<file path="src/core/mppw_pkg.sv">
package mppw_pkg;

    // ------------------------------------------------------------
    // Clocking
    // ------------------------------------------------------------
    // Core clock period in ns; the peripheral clock runs at half this rate.
    localparam int CORE_CLK_PERIOD_NS = 25;
    // Peripheral clock period expressed in core clock periods.
    localparam int PCLK_PER_CORE = 2;
    localparam int PCLK_PERIOD_NS = PCLK_PER_CORE * CORE_CLK_PERIOD_NS;
    localparam int PCLK_DIV_CYCLES = PCLK_PERIOD_NS / CORE_CLK_PERIOD_NS;

    // ------------------------------------------------------------
    // Phase lengths in peripheral clock cycles
    // ------------------------------------------------------------
    localparam int TICK_W = 6;
    localparam logic [TICK_W-1:0] ALE_TICKS = 6'h02;
    localparam logic [TICK_W-1:0] ADDR_HOLD_TICKS = 6'h01;
    localparam logic [TICK_W-1:0] DATA_SETUP_TICKS = 6'h01;
    localparam logic [TICK_W-1:0] HOLD_TICKS = 6'h01;
    localparam logic [TICK_W-1:0] FLASH_TICKS = 6'h07;
    localparam logic [TICK_W-1:0] MIN_STROBE_TICKS = 6'h01;
    localparam logic [TICK_W-1:0] FLASH_MIN_DURATION = 6'h09;

    // ------------------------------------------------------------
    // Packing and widths
    // ------------------------------------------------------------
    localparam int AD_W = 16;
    localparam int WORD_W = 32;
    localparam int DUR_W = 5;
    localparam int PACK_W = 2;
    localparam logic [1:0] BEATS_8BIT_LAST = 2'h3;
    localparam logic [1:0] BEATS_16BIT_LAST = 2'h1;

    // ------------------------------------------------------------
    // Reset values
    // ------------------------------------------------------------
    localparam logic [AD_W-1:0] AD_RESET = 16'h0000;
    localparam logic ALE_PIN_RESET = 1'b0;
    localparam logic WR_N_RESET = 1'b1;

    typedef enum logic [2:0] {
        ST_IDLE,
        ST_START,
        ST_ALE,
        ST_ADDR_HOLD,
        ST_SETUP,
        ST_STROBE,
        ST_RECOVER
    } mppw_state_e;

endpackage : mppw_pkg

</file>
<file path="src/core/mppw_pclk_tick.sv">
`timescale 1ns/1ps
// Produces a one-cycle tick once per peripheral clock period.
module mppw_pclk_tick #(
    parameter int DIV = mppw_pkg::PCLK_DIV_CYCLES
) (
    // Clock, reset and enable
    input wire logic clk,
    input wire logic rst,
    input wire logic ce,
    // Peripheral clock tick
    output logic tick
);
    localparam int CW = (DIV > 1) ? $clog2(DIV) : 1;
    localparam logic [CW-1:0] LAST = CW'(DIV - 1);

    logic [CW-1:0] div_reg;
    logic [CW-1:0] div_next;

    // Free-running divider; the tick marks its wrap.
    always_comb begin
        div_next = (div_reg == LAST) ? '0 : div_reg + CW'(1);
    end

    always_ff @(posedge clk) begin
        if (rst) begin
            div_reg <= '0;
        end else if (ce) begin
            div_reg <= div_next;
        end
    end

    assign tick = ce && (div_reg == LAST);

endmodule : mppw_pclk_tick

</file>
<file path="src/core/mppw_phase_timer.sv">
`timescale 1ns/1ps
// Counts peripheral clock ticks for the current bus phase.
module mppw_phase_timer #(
    parameter int W = mppw_pkg::TICK_W
) (
    // Clock, reset and enable
    input wire logic clk,
    input wire logic rst,
    input wire logic ce,
    // Control
    input wire logic tick,
    input wire logic load,
    input wire logic [W-1:0] load_val,
    // Phase ends on this tick
    output logic expired
);
    logic [W-1:0] cnt_reg;
    logic [W-1:0] cnt_next;

    // A load wins over counting, so a phase may start on the tick that ends the last.
    always_comb begin
        cnt_next = cnt_reg;
        if (load) begin
            cnt_next = load_val;
        end else if (tick && cnt_reg != '0) begin
            cnt_next = cnt_reg - W'(1);
        end
    end

    always_ff @(posedge clk) begin
        if (rst) begin
            cnt_reg <= '0;
        end else if (ce) begin
            cnt_reg <= cnt_next;
        end
    end

    assign expired = tick && (cnt_reg == W'(1));

endmodule : mppw_phase_timer

</file>
<file path="src/core/mppw_write_port.sv">
`timescale 1ns/1ps
module mppw_write_port (
    // Clock, reset and enable
    input wire logic clk,
    input wire logic rst,
    input wire logic ce,
    // Configuration
    input wire logic [mppw_pkg::DUR_W-1:0] strobe_duration_field,
    input wire logic [mppw_pkg::PACK_W-1:0] packing_select,
    input wire logic mem_16bit,
    input wire logic hold_cycle_en,
    input wire logic flash_mode,
    input wire logic ale_active_low,
    // Write request
    input wire logic req_valid,
    input wire logic [mppw_pkg::AD_W-1:0] req_addr,
    input wire logic [mppw_pkg::WORD_W-1:0] req_data,
    output logic req_ready,
    // Status
    output logic busy,
    // External memory pins
    output logic ale,
    output logic wr_n,
    output logic [mppw_pkg::AD_W-1:0] muxed_addr_data_o,
    output logic muxed_addr_data_oe
);
    localparam int TW = mppw_pkg::TICK_W;
    localparam int AW = mppw_pkg::AD_W;

    // ------------------------------------------------------------
    // Peripheral tick and phase timer
    // ------------------------------------------------------------
    logic tick;
    logic expired;
    logic tmr_load;
    logic [TW-1:0] tmr_val;

    mppw_pclk_tick #(
        .DIV(mppw_pkg::PCLK_DIV_CYCLES)
    ) u_tick (
        .clk(clk),
        .rst(rst),
        .ce(ce),
        .tick(tick)
    );

    mppw_phase_timer #(
        .W(TW)
    ) u_timer (
        .clk(clk),
        .rst(rst),
        .ce(ce),
        .tick(tick),
        .load(tmr_load),
        .load_val(tmr_val),
        .expired(expired)
    );

    // ------------------------------------------------------------
    // State
    // ------------------------------------------------------------
    mppw_pkg::mppw_state_e state_reg;
    mppw_pkg::mppw_state_e state_next;
    logic [AW-1:0] addr_reg;
    logic [AW-1:0] addr_next;
    logic [mppw_pkg::WORD_W-1:0] word_reg;
    logic [mppw_pkg::WORD_W-1:0] word_next;
    logic [1:0] beat_reg;
    logic [1:0] beat_next;
    logic mode16_reg;
    logic mode16_next;
    logic pack_nz_reg;
    logic pack_nz_next;
    logic hold_reg;
    logic hold_next;
    logic flash_reg;
    logic flash_next;
    logic [mppw_pkg::DUR_W-1:0] dur_reg;
    logic [mppw_pkg::DUR_W-1:0] dur_next;
    logic ale_on_reg;
    logic ale_on_next;
    logic ale_reg;
    logic ale_next;
    logic wr_n_reg;
    logic wr_n_next;
    logic [AW-1:0] ad_reg;
    logic [AW-1:0] ad_next;
    logic oe_reg;
    logic oe_next;
    logic ready_reg;
    logic ready_next;

    // ------------------------------------------------------------
    // Derived phase lengths and beat values
    // ------------------------------------------------------------
    logic [TW-1:0] dur_ticks;
    logic [TW-1:0] strobe_ticks;
    logic [TW-1:0] hold_ticks;
    logic [TW-1:0] gap_ticks;
    logic [1:0] last_beat;
    logic group_end;
    logic [AW-1:0] beat_addr;
    logic [AW-1:0] beat_bus;
    logic [AW-1:0] next_beat_bus;
    logic [1:0] beat_inc;

    // Software must keep the duration at nine or more in flash mode; below that the
    // subtraction is clamped to one cycle rather than wrapping to a huge pulse.
    always_comb begin
        dur_ticks = TW'(dur_reg);
        if (flash_reg) begin
            strobe_ticks = (dur_ticks > mppw_pkg::FLASH_TICKS)
                ? dur_ticks - mppw_pkg::FLASH_TICKS : mppw_pkg::MIN_STROBE_TICKS;
        end else begin
            strobe_ticks = (dur_ticks != '0) ? dur_ticks : mppw_pkg::MIN_STROBE_TICKS;
        end
        hold_ticks = hold_reg ? mppw_pkg::HOLD_TICKS : '0;
        gap_ticks = hold_ticks + (flash_reg ? mppw_pkg::FLASH_TICKS : '0);
    end

    // Group shape: four bytes per latch cycle in 8-bit mode, two halves under one
    // latch cycle with zero packing, and a fresh latch cycle per half otherwise.
    always_comb begin
        beat_inc = beat_reg + 2'h1;
        last_beat = mode16_reg ? mppw_pkg::BEATS_16BIT_LAST : mppw_pkg::BEATS_8BIT_LAST;
        if (!mode16_reg) begin
            group_end = (beat_reg == last_beat);
        end else if (pack_nz_reg) begin
            group_end = 1'b1;
        end else begin
            group_end = (beat_reg == last_beat);
        end
        beat_addr = addr_reg + AW'(beat_reg);
        if (mode16_reg) begin
            beat_bus = word_reg[16*beat_reg[0] +: 16];
            next_beat_bus = word_reg[16*beat_inc[0] +: 16];
        end else begin
            beat_bus = {beat_addr[7:0], word_reg[8*beat_reg +: 8]};
            next_beat_bus = {beat_addr[7:0] + 8'h01, word_reg[8*beat_inc +: 8]};
        end
    end

    // ------------------------------------------------------------
    // Sequencer: all pin changes but an ale_active_low switch wait for a peripheral tick
    // ------------------------------------------------------------
    always_comb begin
        state_next = state_reg;
        addr_next = addr_reg;
        word_next = word_reg;
        beat_next = beat_reg;
        mode16_next = mode16_reg;
        pack_nz_next = pack_nz_reg;
        hold_next = hold_reg;
        flash_next = flash_reg;
        dur_next = dur_reg;
        ale_on_next = ale_on_reg;
        wr_n_next = wr_n_reg;
        ad_next = ad_reg;
        oe_next = oe_reg;
        ready_next = ready_reg;
        tmr_load = 1'b0;
        tmr_val = '0;
        case (state_reg)
            mppw_pkg::ST_IDLE: begin
                // Configuration other than ale_active_low is captured per request so a change to it cannot tear a group.
                if (req_valid && ready_reg) begin
                    addr_next = req_addr;
                    word_next = req_data;
                    beat_next = 2'h0;
                    mode16_next = mem_16bit;
                    pack_nz_next = (packing_select != '0);
                    hold_next = hold_cycle_en;
                    flash_next = flash_mode;
                    dur_next = strobe_duration_field;
                    ready_next = 1'b0;
                    state_next = mppw_pkg::ST_START;
                end
            end
            mppw_pkg::ST_START: begin
                if (tick) begin
                    ale_on_next = 1'b1;
                    ad_next = addr_reg;
                    oe_next = 1'b1;
                    tmr_load = 1'b1;
                    tmr_val = mppw_pkg::ALE_TICKS;
                    state_next = mppw_pkg::ST_ALE;
                end
            end
            mppw_pkg::ST_ALE: begin
                if (expired) begin
                    ale_on_next = 1'b0;
                    tmr_load = 1'b1;
                    tmr_val = mppw_pkg::ADDR_HOLD_TICKS;
                    state_next = mppw_pkg::ST_ADDR_HOLD;
                end
            end
            mppw_pkg::ST_ADDR_HOLD: begin
                if (expired) begin
                    ad_next = beat_bus;
                    tmr_load = 1'b1;
                    tmr_val = mppw_pkg::DATA_SETUP_TICKS;
                    state_next = mppw_pkg::ST_SETUP;
                end
            end
            mppw_pkg::ST_SETUP: begin
                if (expired) begin
                    wr_n_next = 1'b0;
                    tmr_load = 1'b1;
                    tmr_val = strobe_ticks;
                    state_next = mppw_pkg::ST_STROBE;
                end
            end
            mppw_pkg::ST_STROBE: begin
                if (expired) begin
                    wr_n_next = 1'b1;
                    tmr_load = 1'b1;
                    // Lines keep their value through the recovery; a zero recovery
                    // moves straight on, which is legal because the hold is zero too.
                    if (group_end) begin
                        tmr_val = hold_ticks;
                    end else begin
                        tmr_val = gap_ticks;
                    end
                    if (tmr_val != '0) begin
                        state_next = mppw_pkg::ST_RECOVER;
                    end else if (group_end) begin
                        tmr_load = 1'b0;
                        state_next = mppw_pkg::ST_START;
                    end else begin
                        ad_next = next_beat_bus;
                        beat_next = beat_inc;
                        tmr_val = mppw_pkg::DATA_SETUP_TICKS;
                        state_next = mppw_pkg::ST_SETUP;
                    end
                    if (tmr_val == '0 && group_end) begin
                        beat_next = beat_inc;
                        if (beat_reg == last_beat) begin
                            oe_next = 1'b0;
                            ready_next = 1'b1;
                            state_next = mppw_pkg::ST_IDLE;
                        end
                    end
                end
            end
            mppw_pkg::ST_RECOVER: begin
                if (expired) begin
                    if (!group_end) begin
                        ad_next = next_beat_bus;
                        beat_next = beat_inc;
                        tmr_load = 1'b1;
                        tmr_val = mppw_pkg::DATA_SETUP_TICKS;
                        state_next = mppw_pkg::ST_SETUP;
                    end else if (beat_reg == last_beat) begin
                        oe_next = 1'b0;
                        ready_next = 1'b1;
                        state_next = mppw_pkg::ST_IDLE;
                    end else begin
                        // Packed 16-bit halves each get their own latch cycle.
                        beat_next = beat_inc;
                        ale_on_next = 1'b1;
                        ad_next = addr_reg + AW'(beat_inc);
                        tmr_load = 1'b1;
                        tmr_val = mppw_pkg::ALE_TICKS;
                        state_next = mppw_pkg::ST_ALE;
                    end
                end
            end
            default: begin
                state_next = mppw_pkg::ST_IDLE;
            end
        endcase
        // The start state re-uses beat to address a later packed half.
        if (state_reg == mppw_pkg::ST_START && tick) begin
            ad_next = addr_reg + AW'(beat_reg);
        end
        ale_next = ale_on_next ^ ale_active_low;
    end

    // Register stage; the clock enable freezes everything.
    always_ff @(posedge clk) begin
        if (rst) begin
            state_reg <= mppw_pkg::ST_IDLE;
            addr_reg <= mppw_pkg::AD_RESET;
            word_reg <= '0;
            beat_reg <= 2'h0;
            mode16_reg <= 1'b0;
            pack_nz_reg <= 1'b0;
            hold_reg <= 1'b0;
            flash_reg <= 1'b0;
            dur_reg <= '0;
            ale_on_reg <= 1'b0;
            ale_reg <= mppw_pkg::ALE_PIN_RESET;
            wr_n_reg <= mppw_pkg::WR_N_RESET;
            ad_reg <= mppw_pkg::AD_RESET;
            oe_reg <= 1'b0;
            ready_reg <= 1'b0;
        end else if (ce) begin
            state_reg <= state_next;
            addr_reg <= addr_next;
            word_reg <= word_next;
            beat_reg <= beat_next;
            mode16_reg <= mode16_next;
            pack_nz_reg <= pack_nz_next;
            hold_reg <= hold_next;
            flash_reg <= flash_next;
            dur_reg <= dur_next;
            ale_on_reg <= ale_on_next;
            ale_reg <= ale_next;
            wr_n_reg <= wr_n_next;
            ad_reg <= ad_next;
            oe_reg <= oe_next;
            ready_reg <= (state_reg == mppw_pkg::ST_IDLE && state_next == mppw_pkg::ST_IDLE)
                ? 1'b1 : ready_next;
        end
    end

    // ------------------------------------------------------------
    // Outputs, all straight from flip-flops
    // ------------------------------------------------------------
    assign req_ready = ready_reg;
    assign busy = oe_reg;
    assign ale = ale_reg;
    assign wr_n = wr_n_reg;
    assign muxed_addr_data_o = ad_reg;
    assign muxed_addr_data_oe = oe_reg;

endmodule : mppw_write_port

</file>
<file path="config.mk">
export PLATFORM = sky130hd
export DESIGN_NAME = mppw_write_port
export DESIGN_NICKNAME = d
export VERILOG_FILES = /design/src/core/mppw_pkg.sv /design/src/core/mppw_pclk_tick.sv /design/src/core/mppw_phase_timer.sv /design/src/core/mppw_write_port.sv
export SDC_FILE = /design/constraint.sdc
export NUM_CORES = 1
export LEC_CHECK = 0
export BUFFER_PORTS_ARGS = -buffer_cell sky130_fd_sc_hd__buf_4
export CORE_MARGIN = 2
export CORE_UTILIZATION = 60
export DETAILED_ROUTE_END_ITERATION = 12
export GPL_TIMING_DRIVEN = 0
export PLACE_DENSITY_LB_ADDON = 0.12
export SLEW_MARGIN = 20
export SYNTH_ARGS = -nofsm -noshare
export SYNTH_HDL_FRONTEND = slang
export SYNTH_SLANG_ARGS = --single-unit
</file>
<file path="constraint.sdc">
create_clock -name clk -period 5.6 [get_ports clk]
set_clock_uncertainty 0.2 [all_clocks]
set_input_delay 1.12 -clock clk [delete_from_list [all_inputs] [get_ports clk]]
set_output_delay 1.12 -clock clk [all_outputs]
set_load 0.1 [all_outputs]
</file>
=== After elaboration in Yosys (flattened, before gate mapping) ===
Index checks and enable logic that the tools add are counted.

* Mux-type cells: 94
* Equality and inequality tests: 30
* Shift-type cells: 4
* Reductions and logical operators: 29
* Add/sub/neg operators: 8
* Magnitude comparators: 1
* Bitwise gates (word level): 1

{| class="wikitable"
|+ Operators with widths
! cell !! count
|-
| 16-bit two-way mux || 11
|-
| 6-bit two-way mux || 12
|-
| 16-bit one-hot mux with 4 select lines || 1
|-
| 32-bit by 6-bit indexed part select with 16-bit output || 2
|-
| 32-bit by 6-bit indexed part select with 8-bit output || 2
|-
| 3-bit two-way mux || 13
|-
| 3-bit != test, second input constant || 12
|-
| 1-bit two-way mux || 33
|-
| 16-bit by 2-bit adder with 16-bit output || 2
|-
| 6-bit one-hot mux with 5 select lines || 1
|-
| 2-bit two-way mux || 14
|-
| 3-bit one-hot mux with 7 select lines || 1
|-
| 2-bit != test, second input constant || 7
|-
| 7-bit AND reduction || 2
|-
| 6-bit nonzero test || 2
|-
| 5-bit nonzero test || 2
|-
| 3-bit equality test, second input constant || 3
|-
| 1-bit one-hot mux with 3 select lines || 3
|-
| 9-bit AND reduction || 1
|-
| 8-bit by 1-bit adder with 8-bit output, second input constant || 1
|-
| 8-bit AND reduction || 1
|-
| 1-bit logical AND || 7
|-
| 3-bit by 2-bit equality test with 1-bit output, second input constant || 2
|-
| 6-bit by 1-bit equality test with 1-bit output, second input constant || 1
|-
| other kinds (26) || 31
|}

* Output and inout port bits: 21
* Word-level logic and storage cells: 184
* Bits in registers: 90
* Bits of input ports: 63

=== Depth between registers and ports, before layout ===
* Depth after elaboration: 20
* Depth in mapped cells: 12
* Mapped depth without buffers: 9

=== Modules after synthesis ===
A second synthesis with hierarchy kept.

* Cell total of the unflattened synthesis: 860
* Area total of the unflattened synthesis: 6541.3 um2

{| class="wikitable"
|+ By module, submodules not included
! module !! area an instance (um2) !! cells an instance !! times used
|-
| mppw_write_port || 6038.3 || 800 || 1
|-
| mppw_phase_timer || 462.9 || 56 || 1
|-
| mppw_pclk_tick || 40.0 || 4 || 1
|}

=== Least setup slack after synthesis ===
OpenSTA, ideal clock, no wires.

* Kind: register to register
* From: reg beat_reg[0]
* To: reg ad_reg[10] (netlist: muxed_addr_data_o[10])
* Library setup time: 75 ps
* Cell stages (with the launch flop): 13
* Slack: 2436 ps
* Buffers on the path: 3
* Arrival time: 2889 ps
* Path through: dfxtp_1 buf_4 buf_4 inv_1 clkbuf_1 ha_1 inv_1 fa_1 or3_1 or4_1 o2111ai_1 o22ai_1 o22ai_1

* Word-level cells in the longest chain between the ends: 9
* Elaborated cells between the ends (all ways): 28
* Those cells by class: add/sub (4); eq/ne (4); shift (2); mux (16); reduce/logical (2)

{| class="wikitable"
|+ RTL lines
! element !! RTL line !! RTL
|-
| from (decl) || mppw_write_port.sv:68 || <nowiki>logic [1:0] beat_reg;</nowiki>
|-
| from (signal assigned) || mppw_write_port.sv:301 || <nowiki>beat_reg <= beat_next;</nowiki>
|-
| parallel branches: the longest is 9 deep, another holds 16-bit by 2-bit adder with 16-bit output || - ||
|-
| to (signal assigned) || mppw_write_port.sv:294 || <nowiki>ad_reg <= mppw_pkg::AD_RESET;</nowiki>
|-
| to (signal assigned) || mppw_write_port.sv:310 || <nowiki>ad_reg <= ad_next;</nowiki>
|-
| to (decl) || mppw_write_port.sv:86 || <nowiki>logic [AW-1:0] ad_reg;</nowiki>
|}

Several ways; the timed one is not identified. The select of a mux whose other input is x is not followed.
A chain may end at the register's enable or synchronous reset.

=== Final worst setup path ===
* From: reg beat_reg[0]
* To: reg ad_reg[6] (netlist: muxed_addr_data_o[6])

* Word-level cells in the longest chain between the ends: 9
* Elaborated cells between the ends (all ways): 29
* Those cells by class: add/sub (3); eq/ne (4); shift (4); mux (16); reduce/logical (2)

{| class="wikitable"
|+ RTL lines
! element
|-
| parallel branches: the longest is 9 deep, another holds 16-bit by 2-bit adder with 16-bit output
|}

Several ways; the timed one is not identified. The select of a mux whose other input is x is not followed.

==> impl_metrics.tcl <==
set metrics [dict create \
    drv_slew 0 \
    power_frac_clock_pct 34.3 \
    grt_setup_unrepaired "no" \
    tritoncts_clock_tree "built" \
    critical_path.endpoint "muxed_addr_data_o[6]" \
    critical_path_required_ns 5.69 \
    worst-endpoint-arrival_ns 4.08 \
    detailed_place_hpwl_mm 16.53 \
    fin_setup_tns_ns 0 \
    flip_flop_count_of_the_largest_register_all_copies_and_words_added 32 \
    worstSetupStartpoint "beat_reg[0]" \
    power.share.sequential_pct 50.5 \
    grt_start_max_net_pins 16 \
    power_per_cell_area_mw_per_mm2 184.6 \
    ioPinCount 84 \
    placement.setup.worst_slack_ns 1.779 \
    timing.setup.critical_path_class "flip-flop to flip-flop" \
    regToRegEndpoint "muxed_addr_data_o[6]" \
    clock-sinks 90 \
    insertion_delay_ns 0.40 \
    ys_types 80 \
    synth_top_cell_by_area "dfxtp_1" \
    yosysSeqAreaShare_pct 28.61 \
    timing.final.crit_period_ns 3.996 \
    place_congestion 1.042 \
    ys.warnings.count 0 \
    vias_in_the_first_global_route 6522 \
    yosys-top-cells-area "dfxtp_1, nand2_1, a21oi_1" \
    leakage_nw 2.743 \
    synth_cells 852 \
    global_route_wire_length_before_repair_mm 35.00 \
    timing_worst_slew_pin_value_ns 1.138 \
    cts_htree_levels 3 \
    f_max_mhz 250.3 \
    clock_tree.root_cell "clkbuf_8" \
    setup_viol 0 \
    ir_worst_vdd_mv 0.1838 \
    final_layout_size_suffix_gt1_share_pct 16.33 \
    antenna-diode-count 0 \
    critPathLaunchType "flip-flop" \
    cts.path.max_buffers 2 \
    coreArea_mm2 0.01028 \
    critical_path_peak_fanout 10 \
    rows 37 \
    floorplan.die_area_mm2 0.01133 \
    postSynth.asyncResetShare_pct 0 \
    flow.area_growth_from_synthesis_pct 15.54 \
    cap_viol_max_count 0 \
    cts_made_buffers 9 \
    port_buffers 82 \
    initial_core_util_pct 61.27 \
    grt_usage_pct 39.77 \
    swShare_pct 29.87 \
    detail-route-antenna-nets 0 \
    syn-cell-area_mm2 0.006297 \
    die_h_um 106.4 \
    netlist.area_leader.share_pct 28.61 \
    status "finished clean" \
    synthesized_netlist_net_count 928 \
    postCtsSetupRepairBufs 0 \
    clk_pin_slew_ns 0.09 \
    post_cts_hold_buffer_count 0 \
    synth-seq-cells 90 \
    final_net_count 1021 \
    remaining_drc_errors 0 \
    timing.final.crit_share_pct 71.35 \
    synth_flop_cell "dfxtp_1" \
    r2r_setup_slack_ns 1.60 \
    post_cts_resize_count 0 \
    timing_hold_violations_final 0 \
    r2r_cells 12 \
    drt_first_iter_violations 747 \
    antenna_found_initial 0 \
    dieWidth_um 106.4 \
    power.share.combinational_pct 15.2 \
    global_route.overflow_total 0 \
    synth_edf_count 0 \
    min_path_type "flip-flop to flip-flop" \
    wl_final_mm 22.23 \
    wl_per_cell_um 20.48 \
    syn-mean-instance-area_um2 7.391 \
    num_vias 7089 \
    drt-pass1-iter-count 8 \
    r2r-start "beat_reg[0]" \
    fillCellCount 875 \
    final_worst_slack_ns 1.604 \
    netSwitchingPower_uw 401.1 \
    timing.slew.headroom_pct 23.46 \
    via_per_inst 6.534 \
    cell_internal_pwr_uw 941.7 \
    endpoint_kind "flip-flop" \
]
metrics by stage:
stage / power, mW / utilization [%] / hold WS, ns / instance area, um^2 / cells
floorplan: 0.8090 / - / 0.2429 / 6297 / 852
global placement: 0.8820 / 68.92 / 0.2535 / 7083 / 1070
detailed placement: 0.8891 / 68.92 / 0.2640 / 7083 / 1070
CTS: 1.334 / 70.79 / 0.2787 / 7276 / 1085
global route: 1.383 / 70.79 / 0.3036 / 7276 / 1085
finish: 1.343 / 70.79 / 0.2763 / 7276 / 1085
critical path, stage by stage, from the launching register on:
cell and delay (ns):
dfxtp_1 0.33, buf_4 0.17, buf_4 0.18, inv_1 0.21
clkbuf_1 0.42, ha_1 0.30, inv_1 0.07, fa_1 0.48
nor3_1 0.32, xor2_1 0.11, a222oi_1 0.56, o221ai_1 0.27
a32o_1 0.25
Yosys cell counts (all sizes together), types with 4 or more instances:
library cell / count
nand2: 168
a21oi: 99
dfxtp: 90
o21ai: 48
nor2: 45
clkbuf: 36
buf: 35
mux2i: 25
inv: 23
nor3: 23
nand3: 17
xnor2: 16
xor2: 15
a31oi: 14
o211ai: 14
ha: 11
o22ai: 10
nand2b: 9
a211oi: 8
a221oi: 8
o221ai: 8
and3: 7
nand4: 7
or2: 7
a21o: 6
and2: 6
nor4: 6
a311oi: 5
mux2: 5
o21a: 5
o31ai: 5
or3: 5
a2111oi: 4
mux4: 4
nor2b: 4
power groups by stage:
stage                     clock, mW  sequential, mW  combinational [mW]
after CTS                     0.458           0.677               0.199
after detailed placement          0           0.692               0.197
after global placement            0           0.690               0.192
final                         0.461           0.678               0.204
after global routing          0.485           0.680               0.219
after floorplan                   0           0.702               0.107
layout by cell type, fill, tap and decap left out, types with 11 or more instances in the layout:
cell / n
dfxtp_1: 90
nor3_1: 22
buf_4: 88
xor2_1: 15
buf_2: 24
nand3_1: 17
o211ai_1: 14
ha_1: 11
nor2_1: 45
a21oi_1: 98
o21ai_0: 46
xnor2_1: 16
mux2i_1: 25
a31oi_1: 14
inv_1: 23
nand2_1: 168
clkbuf_1: 35
how the worst min path moves through the flow:
stage	from	slack (ns)	end	depth (start not counted)
after global routing	muxed_addr_data_o[9]	0.30	muxed_addr_data_o[9]	2
after floorplan	word_reg[2]	0.24	word_reg[2]	2
after detailed placement	muxed_addr_data_o[10]	0.26	muxed_addr_data_o[10]	2
final	muxed_addr_data_o[10]	0.28	muxed_addr_data_o[10]	2
after global placement	muxed_addr_data_o[8]	0.25	muxed_addr_data_o[8]	2
after CTS	muxed_addr_data_o[10]	0.28	muxed_addr_data_o[10]	2
per-layer routing:
metal / routed length [um] / track usage (%)
met4: 987 / 18.37
met1: 8913 / 52.46
met5: 0 / 0
met3: 2554 / 7.541
met2: 9769 / 63.00
cells by family (layout without fill, tap and decap cells):
group	count (synthesis)	count (layout)	share of synthesized area [%]
and+or+nand+nor	320	320	23.64
buffers and inverters	96	193	6.577
adders and majority gates	13	13	2.821
AOI/OAI and AO/OA	268	268	27.74
muxes	34	34	6.298
xor gates and xnor gates	31	31	4.312
DFF	90	90	28.61
layout make-up:
class	count	area, um^2	share of cell area [%]
multi-input combinational	666	4081	56.10
sequential	90	1802	24.76
timing repair buffer	82	615.6	8.461
buffer	71	320.3	4.402
tap	136	170.2	2.339
clock buffer	9	123.9	1.702
inverter	25	93.84	1.290
clock inverter	6	68.82	0.9458
No activity file was read; power rests on OpenSTA's default activity.
